File: src/grp_pkg.sv
package grp_pkg;

  // ---------------------------------------------------------------
  // frame codes
  // ---------------------------------------------------------------
  localparam logic [7:0] FUNC_READ = 8'h03; // read holding registers
  localparam logic [7:0] GROUP_ADDR_DFLT = 8'h0f; // group address 15
  localparam int MAX_WORDS = 24; // words per node at most
  localparam int MEMBERS = 2; // member nodes in the group
  localparam logic [3:0] QUERY_LAST = 4'h7; // index of last query byte
  localparam logic [1:0] HEAD_LAST = 2'h2; // index of byte count
  localparam logic [15:0] CRC_INIT = 16'hffff;
  localparam logic [15:0] CRC_POLY = 16'ha001;

  // ---------------------------------------------------------------
  // grouped read area, word addresses
  // ---------------------------------------------------------------
  localparam logic [15:0] SLOT0_HIGH = 16'h0000;
  localparam logic [15:0] SLOT0_LOW = 16'h0001;
  localparam logic [15:0] SLOT1_HIGH = 16'h0002;
  localparam logic [15:0] SLOT1_LOW = 16'h0003;
  localparam logic [15:0] SLOT2_HIGH = 16'h0004;
  localparam logic [15:0] SLOT2_LOW = 16'h0005;

  // ---------------------------------------------------------------
  // host controller registers, byte offsets
  // ---------------------------------------------------------------
  localparam logic [11:0] CTRL_OFS = 12'h000; // bit0 start
  localparam logic [11:0] CFG_OFS = 12'h004; // [4:0] start, [12:8] words
  localparam logic [11:0] STAT_OFS = 12'h008; // busy,done,crc,frame
  localparam logic [11:0] DATA_OFS = 12'h100; // received words
  localparam int CFG_WORDS_LSB = 8;
  localparam int STAT_BUSY = 0;
  localparam int STAT_DONE = 1;
  localparam int STAT_CRC_ERR = 2;
  localparam int STAT_FRAME_ERR = 3;
  localparam logic [1:0] AXI_OKAY = 2'h0;

  // frame phases shared by both ends
  typedef enum logic [2:0] {
    ST_IDLE, ST_QUERY, ST_CHECK, ST_HEAD, ST_DATA, ST_LINK, ST_END
  } phase_t;

  // one byte step of the reflected check, lsb first
  function automatic logic [15:0] crc_byte(input logic [15:0] c,
                                           input logic [7:0] b);
    logic [15:0] r;
    r = c ^ {8'h00, b};
    for (int i = 0; i < 8; i++) begin
      r = r[0] ? ((r >> 1) ^ CRC_POLY) : (r >> 1);
    end
    return r;
  endfunction

endpackage
File: src/grp_link_if.sv
`timescale 1ns/100ps
// byte streams: query from host, response from the group
interface grp_link_if;
  logic [7:0] q_data;
  logic q_valid;
  logic q_ready;
  logic [7:0] r_data;
  logic r_valid;
  logic r_ready;

  modport host (output q_data, output q_valid, input q_ready,
                input r_data, input r_valid, output r_ready);
  modport device (input q_data, input q_valid, output q_ready,
                  output r_data, output r_valid, input r_ready);
endinterface

File: src/grp_host_master.sv
`timescale 1ns/100ps
module grp_host_master #(
  parameter int MB = grp_pkg::MEMBERS,
  parameter int MW = grp_pkg::MAX_WORDS,
  parameter logic [7:0] GA = grp_pkg::GROUP_ADDR_DFLT
) (
  input wire logic i_ref_clk, // 25 mhz clock
  input wire logic i_sys_rst, // sync reset, high
  grp_link_if.host link, // bus side byte streams
  input wire logic [11:0] i_awaddr, // axi write address
  input wire logic i_awvalid, // axi
  output logic o_awready, // axi
  input wire logic [31:0] i_wdata, // axi write data
  input wire logic [3:0] i_wstrb, // axi byte enables
  input wire logic i_wvalid, // axi
  output logic o_wready, // axi
  output logic [1:0] o_bresp, // axi, always okay
  output logic o_bvalid, // axi
  input wire logic i_bready, // axi
  input wire logic [11:0] i_araddr, // axi read address
  input wire logic i_arvalid, // axi
  output logic o_arready, // axi
  output logic [31:0] o_rdata, // axi read data
  output logic [1:0] o_rresp, // axi, always okay
  output logic o_rvalid, // axi
  input wire logic i_rready // axi
);

  // ---------------------------------------------------------------
  // state
  // ---------------------------------------------------------------
  typedef struct packed {
    grp_pkg::phase_t st;
    logic aw_ok;
    logic [11:0] awa;
    logic w_ok;
    logic [31:0] wd;
    logic [3:0] ws;
    logic bv;
    logic rv;
    logic [31:0] rd;
    logic [4:0] start;
    logic [4:0] words;
    logic done;
    logic crc_err;
    logic frm_err;
    logic [2:0] qi;
    logic [15:0] crc;
    logic [15:0] chk;
    logic [1:0] hi;
    logic [7:0] mi;
    logic [4:0] wi;
    logic sel;
    logic [7:0] ub;
    logic [MB*MW-1:0][15:0] mem;
  } state_t;

  state_t s_q;
  state_t s_d;
  logic [15:0] cnt;
  logic [7:0] qb;
  logic [7:0] rb;
  logic rx;
  logic [31:0] rdv;
  int ri;

  assign cnt = 16'((int'(s_q.words) + 1) * MB);
  assign link.q_valid = (s_q.st == grp_pkg::ST_QUERY);
  assign link.q_data = qb;
  assign link.r_ready = (s_q.st >= grp_pkg::ST_HEAD);
  assign o_awready = !s_q.aw_ok && !s_q.bv;
  assign o_wready = !s_q.w_ok && !s_q.bv;
  assign o_bvalid = s_q.bv;
  assign o_bresp = grp_pkg::AXI_OKAY;
  assign o_arready = !s_q.rv;
  assign o_rvalid = s_q.rv;
  assign o_rdata = s_q.rd;
  assign o_rresp = grp_pkg::AXI_OKAY;

  // ---------------------------------------------------------------
  // next state
  // ---------------------------------------------------------------
  always_comb begin
    s_d = s_q;
    rb = link.r_data;
    rx = link.r_valid && link.r_ready;
    ri = int'(s_q.mi) * MW + int'(s_q.wi);
    // whole range in one query, so both halves come together
    unique case (s_q.qi)
      3'd0: qb = GA;
      3'd1: qb = grp_pkg::FUNC_READ;
      3'd2: qb = 8'h00;
      3'd3: qb = {3'b000, s_q.start};
      3'd4: qb = cnt[15:8];
      3'd5: qb = cnt[7:0];
      3'd6: qb = s_q.crc[7:0];
      3'd7: qb = s_q.chk[15:8];
    endcase

    // register reads, unmapped offsets give zero
    rdv = 32'h0000_0000;
    if (i_araddr == grp_pkg::CFG_OFS) begin
      rdv[4:0] = s_q.start;
      rdv[grp_pkg::CFG_WORDS_LSB +: 5] = s_q.words;
    end else if (i_araddr == grp_pkg::STAT_OFS) begin
      rdv[grp_pkg::STAT_BUSY] = (s_q.st != grp_pkg::ST_IDLE);
      rdv[grp_pkg::STAT_DONE] = s_q.done;
      rdv[grp_pkg::STAT_CRC_ERR] = s_q.crc_err;
      rdv[grp_pkg::STAT_FRAME_ERR] = s_q.frm_err;
    end else if (i_araddr >= grp_pkg::DATA_OFS &&
                 int'(i_araddr - grp_pkg::DATA_OFS) < 4 * MB * MW) begin
      rdv[15:0] = s_q.mem[int'(i_araddr - grp_pkg::DATA_OFS) / 4];
    end
    if (i_arvalid && !s_q.rv) begin
      s_d.rv = 1'b1;
      s_d.rd = rdv;
    end else if (s_q.rv && i_rready) begin
      s_d.rv = 1'b0;
    end

    // write address and data in either order
    if (i_awvalid && o_awready) begin
      s_d.aw_ok = 1'b1;
      s_d.awa = i_awaddr;
    end
    if (i_wvalid && o_wready) begin
      s_d.w_ok = 1'b1;
      s_d.wd = i_wdata;
      s_d.ws = i_wstrb;
    end
    if (s_q.bv && i_bready) begin
      s_d.bv = 1'b0;
    end
    if (s_q.aw_ok && s_q.w_ok) begin
      s_d.aw_ok = 1'b0;
      s_d.w_ok = 1'b0;
      s_d.bv = 1'b1;
      if (s_q.awa == grp_pkg::CFG_OFS && s_q.st == grp_pkg::ST_IDLE) begin
        if (s_q.ws[0]) s_d.start = s_q.wd[4:0];
        if (s_q.ws[1]) s_d.words = s_q.wd[grp_pkg::CFG_WORDS_LSB +: 5];
      end
      if (s_q.awa == grp_pkg::CTRL_OFS && s_q.ws[0] && s_q.wd[0] &&
          s_q.st == grp_pkg::ST_IDLE) begin
        s_d.done = 1'b0;
        s_d.crc_err = 1'b0;
        s_d.qi = 3'd0;
        s_d.crc = grp_pkg::CRC_INIT;
        // refuse an empty or oversized range without sending
        if (s_q.words == 5'd0 || int'(s_q.words) > MW ||
            int'(s_q.start) + int'(s_q.words) > MW) begin
          s_d.frm_err = 1'b1;
        end else begin
          s_d.frm_err = 1'b0;
          s_d.st = grp_pkg::ST_QUERY;
        end
      end
    end

    // query out, then response in
    unique case (s_q.st)
      grp_pkg::ST_IDLE, grp_pkg::ST_CHECK: begin
        s_d.hi = 2'd0;
      end
      grp_pkg::ST_QUERY: begin
        if (link.q_ready) begin
          s_d.crc = grp_pkg::crc_byte(s_q.crc, qb);
          s_d.qi = s_q.qi + 3'd1;
          if (s_q.qi == 3'd6) s_d.chk = s_q.crc;
          if (s_q.qi == 3'd7) begin
            s_d.st = grp_pkg::ST_HEAD;
            s_d.crc = grp_pkg::CRC_INIT;
            s_d.hi = 2'd0;
            s_d.mi = 8'h00;
            s_d.wi = 5'd0;
            s_d.sel = 1'b0;
          end
        end
      end
      grp_pkg::ST_HEAD: begin
        if (rx) begin
          s_d.crc = grp_pkg::crc_byte(s_q.crc, rb);
          s_d.hi = s_q.hi + 2'd1;
          if ((s_q.hi == 2'd0 && rb != GA) ||
              (s_q.hi == 2'd1 && rb != grp_pkg::FUNC_READ) ||
              (s_q.hi == 2'd2 && rb != {cnt[6:0], 1'b0})) begin
            s_d.frm_err = 1'b1;
          end
          if (s_q.hi == grp_pkg::HEAD_LAST) s_d.st = grp_pkg::ST_DATA;
        end
      end
      grp_pkg::ST_DATA: begin
        if (rx) begin
          s_d.crc = grp_pkg::crc_byte(s_q.crc, rb);
          s_d.sel = !s_q.sel;
          if (!s_q.sel) begin
            s_d.ub = rb;
          end else begin
            s_d.mem[ri] = {s_q.ub, rb};
            if (s_q.wi == s_q.words - 5'd1) begin
              s_d.st = grp_pkg::ST_LINK;
            end else begin
              s_d.wi = s_q.wi + 5'd1;
            end
          end
        end
      end
      grp_pkg::ST_LINK, grp_pkg::ST_END: begin
        if (rx) begin
          s_d.crc = grp_pkg::crc_byte(s_q.crc, rb);
          s_d.sel = !s_q.sel;
          if (!s_q.sel) begin
            s_d.chk = s_q.crc;
            if (rb != s_q.crc[7:0]) s_d.crc_err = 1'b1;
          end else begin
            if (rb != s_q.chk[15:8]) s_d.crc_err = 1'b1;
            s_d.wi = 5'd0;
            if (s_q.st == grp_pkg::ST_END) begin
              s_d.done = 1'b1;
              s_d.st = grp_pkg::ST_IDLE;
            end else if (int'(s_q.mi) == MB - 1) begin
              s_d.st = grp_pkg::ST_END;
            end else begin
              s_d.mi = s_q.mi + 8'h01;
              s_d.st = grp_pkg::ST_DATA;
            end
          end
        end
      end
    endcase
  end

  // ---------------------------------------------------------------
  // registers
  // ---------------------------------------------------------------
  always_ff @(posedge i_ref_clk) begin
    if (i_sys_rst) begin
      s_q <= '0;
      s_q.crc <= grp_pkg::CRC_INIT;
    end else begin
      s_q <= s_d;
    end
  end

endmodule // grp_host_master

File: src/flat_wrapper.sv
// flat-port wrapper written by rule: the top's interface ports become plain ports
module grp_host_master_flat 
#(
  parameter int MB = grp_pkg::MEMBERS,
  parameter int MW = grp_pkg::MAX_WORDS,
  parameter logic [7:0] GA = grp_pkg::GROUP_ADDR_DFLT
)
  (i_ref_clk, i_sys_rst, i_awaddr, i_awvalid, o_awready, i_wdata, i_wstrb, i_wvalid, o_wready, o_bresp, o_bvalid, i_bready, i_araddr, i_arvalid, o_arready, o_rdata, o_rresp, o_rvalid, i_rready, link_q_data, link_q_valid, link_q_ready, link_r_data, link_r_valid, link_r_ready);
  grp_link_if link_i ();
  input wire logic i_ref_clk;
  input wire logic i_sys_rst;
  input wire logic [11:0] i_awaddr;
  input wire logic i_awvalid;
  output logic o_awready;
  input wire logic [31:0] i_wdata;
  input wire logic [3:0] i_wstrb;
  input wire logic i_wvalid;
  output logic o_wready;
  output logic [1:0] o_bresp;
  output logic o_bvalid;
  input wire logic i_bready;
  input wire logic [11:0] i_araddr;
  input wire logic i_arvalid;
  output logic o_arready;
  output logic [31:0] o_rdata;
  output logic [1:0] o_rresp;
  output logic o_rvalid;
  input wire logic i_rready;
  output wire logic [$bits(link_i.q_data)-1:0] link_q_data;
  output wire logic [$bits(link_i.q_valid)-1:0] link_q_valid;
  input wire logic [$bits(link_i.q_ready)-1:0] link_q_ready;
  input wire logic [$bits(link_i.r_data)-1:0] link_r_data;
  input wire logic [$bits(link_i.r_valid)-1:0] link_r_valid;
  output wire logic [$bits(link_i.r_ready)-1:0] link_r_ready;
  assign link_q_data = link_i.q_data;
  assign link_q_valid = link_i.q_valid;
  assign link_i.q_ready = link_q_ready;
  assign link_i.r_data = link_r_data;
  assign link_i.r_valid = link_r_valid;
  assign link_r_ready = link_i.r_ready;
  grp_host_master #(.MB(MB), .MW(MW), .GA(GA)) u_core (.i_ref_clk(i_ref_clk), .i_sys_rst(i_sys_rst), .link(link_i), .i_awaddr(i_awaddr), .i_awvalid(i_awvalid), .o_awready(o_awready), .i_wdata(i_wdata), .i_wstrb(i_wstrb), .i_wvalid(i_wvalid), .o_wready(o_wready), .o_bresp(o_bresp), .o_bvalid(o_bvalid), .i_bready(i_bready), .i_araddr(i_araddr), .i_arvalid(i_arvalid), .o_arready(o_arready), .o_rdata(o_rdata), .o_rresp(o_rresp), .o_rvalid(o_rvalid), .i_rready(i_rready));
endmodule
File: config.mk
export PLATFORM = sky130hd
export DESIGN_NAME = grp_host_master_flat
export DESIGN_NICKNAME = d
export VERILOG_FILES = /design/src/grp_pkg.sv /design/src/grp_link_if.sv /design/src/grp_host_master.sv /design/src/flat_wrapper.sv
export SDC_FILE = /design/constraint.sdc
export NUM_CORES = 2
export LEC_CHECK = 0
export BUFFER_PORTS_ARGS = -buffer_cell sky130_fd_sc_hd__clkbuf_2
export CAP_MARGIN = 20
export CORE_MARGIN = 10
export CORE_UTILIZATION = 50
export DETAILED_ROUTE_END_ITERATION = 7
export PLACE_DENSITY = 0.66
export SLEW_MARGIN = 30
export SYNTH_ARGS = -nofsm -noshare
export SYNTH_HDL_FRONTEND = slang
export SYNTH_SLANG_ARGS = --single-unit
File: constraint.sdc
create_clock -name i_ref_clk -period 10.3 [get_ports i_ref_clk]
set_clock_uncertainty 0.2 [all_clocks]
set_input_delay 2.06 -clock i_ref_clk [delete_from_list [all_inputs] [get_ports i_ref_clk]]
set_output_delay 2.06 -clock i_ref_clk [all_outputs]
set_load 0.01 [all_outputs]
==> qor.log <==
INFO  cts            path_clk_slew=0.06ns
INFO  sta            final-setup-viol-count=0
INFO  synth          ys_seq_area_frac=0.442
INFO  synth          synth_most_common_cell=sky130_fd_sc_hd__nand2_1
INFO  synth          synth_top_cells_by_count=sky130_fd_sc_hd__nand2_1, sky130_fd_sc_hd__a21oi_1, sky130_fd_sc_hd__dfxtp_1
INFO  synth          yosys.cell_types.count=67
INFO  synth          synth_ff_type=sky130_fd_sc_hd__dfxtp_1
INFO  synth          yosys_register_bits=879
INFO  cts            cts.repair.resized=0
INFO  hold_path      kind_of_path_behind_the_tightest_hold_check=reg2reg
INFO  final_layout   final_layout_size_suffix_gt1_frac=0.127
INFO  routing        routedWlPerCell=21.2um
INFO  global_route   maximum_number_of_pins_on_one_net_before_global_route_repair=203
INFO  cts            root_buffer=sky130_fd_sc_hd__clkbuf_16
INFO  synth          post_synth_instance_area=39800um^2
INFO  pwr            vdd_drop_max=131uV
INFO  floorplanning  die_h=302um
INFO  critical_path  critical-path-max-stage-delay=0.68ns
INFO  final_layout   synthToLayoutAreaGrowth=9.50%
INFO  synth          postSynthAreaPerCell=8.38um^2
INFO  cts            cts-root-to-sink-buffers=3
INFO  final_layout   layout.nets=4687
INFO  cts            cts.htree.levels=3
INFO  sta            hold_violations=0
INFO  synth          post_synth_main_area_contributors=sky130_fd_sc_hd__dfxtp_1, sky130_fd_sc_hd__nand2_1, sky130_fd_sc_hd__mux4_2
INFO  routing        routed_vias=33500
INFO  critical_path  crit_path_max_fanout=102
INFO  sta            slew-limit-headroom=0.286
INFO  global_route   grt_use_total=0.257
INFO  synth          synth_top_area_cell=sky130_fd_sc_hd__dfxtp_1
INFO  critical_path  start_kind=primary input
INFO  critical_path  path_buf_inv=2
INFO  critical_path  slowest_cp_cell=sky130_fd_sc_hd__ha_4
INFO  floorplanning  die_area=91300um^2
INFO  cts            cts_setup_buffers=0
INFO  cts            cts-buffers-inserted=92
INFO  synth          ys_warn_count=0
INFO  critical_path  timing.critical_path.mode_cell=sky130_fd_sc_hd__a21oi_1
INFO  cts            cts.hold.buffers_added=0
INFO  placement      globalplace.congestion=0.899
INFO  cts            worst_skew_pair.late_latency=0.64ns
INFO  synth          proportion_of_synthesized_flip_flops_having_asynchronous_set_or_reset=0
INFO  sta            tightest_slew=1.07ns
INFO  sta            final_number_of_max_transition_violations=0
INFO  routing        postRouteWirelength=121000um
INFO  cts            cts_num_sinks=879
INFO  synth          number_of_enable_flip_flop_cells_after_synthesis=0
INFO  synth          syn_inst=4749
INFO  floorplanning  core_area=79000um^2
INFO  critical_path  cp-end-kind=register
INFO  global_route   vias_in_the_first_global_route=31600
INFO  floorplanning  core.rowCount=103
INFO  sta            final_period_minus_worst_setup_slack=5.79ns
INFO  critical_path  worstPathCellList=clkbuf_2 -> nor3_1 -> nand2b_1 -> nor2_1 -> ha_4 -> ha_4 -> buf_12 -> mux4_2 -> mux4_2 -> a22oi_1 -> a21oi_1 -> a21oi_1 -> a21oi_1
INFO  global_route   grt_pass1_wl=185000um
INFO  routing        first_pass_iters=6
INFO  synth          synth_top_area_frac=0.442
INFO  floorplanning  die-width=302um
INFO  pwr            power-per-cell-area=164nW/um^2
INFO  critical_path  timing.critical_path.required=10.59ns
INFO  sta            final.hold.worst_slack=0.246ns
INFO  floorplanning  initial_utilization=0.504
INFO  placement      post_dp_hpwl=73500um
INFO  routing        vias_per_cell=5.88
INFO  sta            final_cycle_utilization_of_the_critical_path=0.562
INFO  sta            setup_tns=0ns
INFO  cts            cts_tree=built
INFO  final_layout   ant_cells=0
INFO  sta            fmaxAchievable=173MHz
INFO  status         status=finished clean
INFO  sta            grt_setup_unrepaired=false
INFO  routing        drt_first_iter_violations=3385
INFO  routing        drtAntennaViolNets=0
INFO  placement      buffer_ports.inserted=83
INFO  pwr            static-leakage-power=14.2nW
INFO  critical_path  critPathKind=in2reg
INFO  critical_path  crit_arrival=6.08ns
INFO  routing        remaining_drc_errors=0
INFO  global_route   global_route.overflow_total=0
INFO  global_route   antenna_found_initial=0
INFO  floorplanning  io_pins=128
INFO  critical_path  critPathTopFamily=multiplexers
INFO  job            cap_violations=0
==> layout by cell type, fill, tap and decap left out, types with 17 or more instances in the layout <==
master and n:
sky130_fd_sc_hd__ha_1 32, sky130_fd_sc_hd__nor2_1 115, sky130_fd_sc_hd__buf_4 49, sky130_fd_sc_hd__dfxtp_1 871
sky130_fd_sc_hd__mux2i_1 18, sky130_fd_sc_hd__o21ai_0 63, sky130_fd_sc_hd__clkbuf_1 18, sky130_fd_sc_hd__a21o_1 17
sky130_fd_sc_hd__nand2_1 1718, sky130_fd_sc_hd__nand3_1 34, sky130_fd_sc_hd__xor2_1 27, sky130_fd_sc_hd__clkbuf_8 26
sky130_fd_sc_hd__nor3_1 18, sky130_fd_sc_hd__nor2_4 23, sky130_fd_sc_hd__clkbuf_2 82, sky130_fd_sc_hd__clkbuf_16 93
sky130_fd_sc_hd__conb_1 20, sky130_fd_sc_hd__inv_1 29, sky130_fd_sc_hd__xnor2_1 49, sky130_fd_sc_hd__mux4_2 240
sky130_fd_sc_hd__a21oi_1 879, sky130_fd_sc_hd__a22oi_1 26
==> cell families after synthesis <==
logic type      Yosys count  synth area share
other cells               1         0.0000942
xor+xnor                 81            0.0185
simple gates           2000             0.200
mux                     260             0.141
buf+inv                 458            0.0494
fa+ha+maj                37            0.0122
flops                   879             0.442
compound gates         1033             0.137
==> per-stage QoR <==
stage	utilization	worst slack (ns)	instance area (um^2)	total power, W	instances
CTS	0.551	4.43	43500	0.00719	5693
global placement	0.511	3.74	40300	0.00380	5527
detailed placement	0.512	3.77	40400	0.00380	5528
floorplan	-	4.98	39900	0.00372	4768
global route	0.552	4.32	43600	0.00735	5694
finish	0.552	4.51	43600	0.00715	5694
==> worst reg2reg max path: stages, from the launching register on <==
cell	delay, ns
sky130_fd_sc_hd__dfxtp_1	0.49
sky130_fd_sc_hd__ha_1	0.31
sky130_fd_sc_hd__fa_1	0.55
sky130_fd_sc_hd__nor2b_1	0.20
sky130_fd_sc_hd__xnor2_1	0.18
sky130_fd_sc_hd__a2111oi_4	0.34
sky130_fd_sc_hd__nand4_2	0.35
sky130_fd_sc_hd__nor3_1	0.91
sky130_fd_sc_hd__nand2_1	0.87
sky130_fd_sc_hd__nand2_1	0.28
sky130_fd_sc_hd__a21oi_1	0.09
==> worst paths after layout <==
kind / slack [ns] / cells past startpoint / end / from
hold / removal: 0.25 / 2 / register / register
setup reg to reg: 5.39 / 10 / register / u_core.s_q[782]
hold reg to reg: 0.25 / 2 / register / register
setup / recovery: 4.51 / 13 / u_core.o_rdata[12] / i_araddr[11]
==> power by group <==
part           internal, W  switching [W]  total, W
registers          0.00341     0.00000709   0.00341
logic            0.0000938       0.000216  0.000310
clock network      0.00204        0.00138   0.00343
total              0.00554        0.00161   0.00715
==> final cells by class <==
| cell class | count | area, um^2 |
|---|---|---|
| inverters | 29 | 109 |
| repair buffers | 140 | 951 |
| clock inverters | 28 | 364 |
| flip-flops and latches | 879 | 17600 |
| well taps | 1050 | 1310 |
| multi-input cells | 3431 | 20500 |
| clock buffers | 137 | 2750 |
| fillers | 7089 | 35400 |
==> layer usage <==
| metal | wire, um | up-vias | track usage | share of wire |
|---|---|---|---|---|
| li1 | - | 15600 | - | - |
| met1 | 50100 | 16300 | 0.344 | 0.41 |
| met2 | 55500 | 1360 | 0.410 | 0.46 |
| met3 | 11300 | 236 | 0.0510 | 0.094 |
| met4 | 3890 | 0 | 0.0908 | 0.032 |
| met5 | 0 | - | 0 | 0 |
Note: power is estimated with default switching activity, not from simulation.
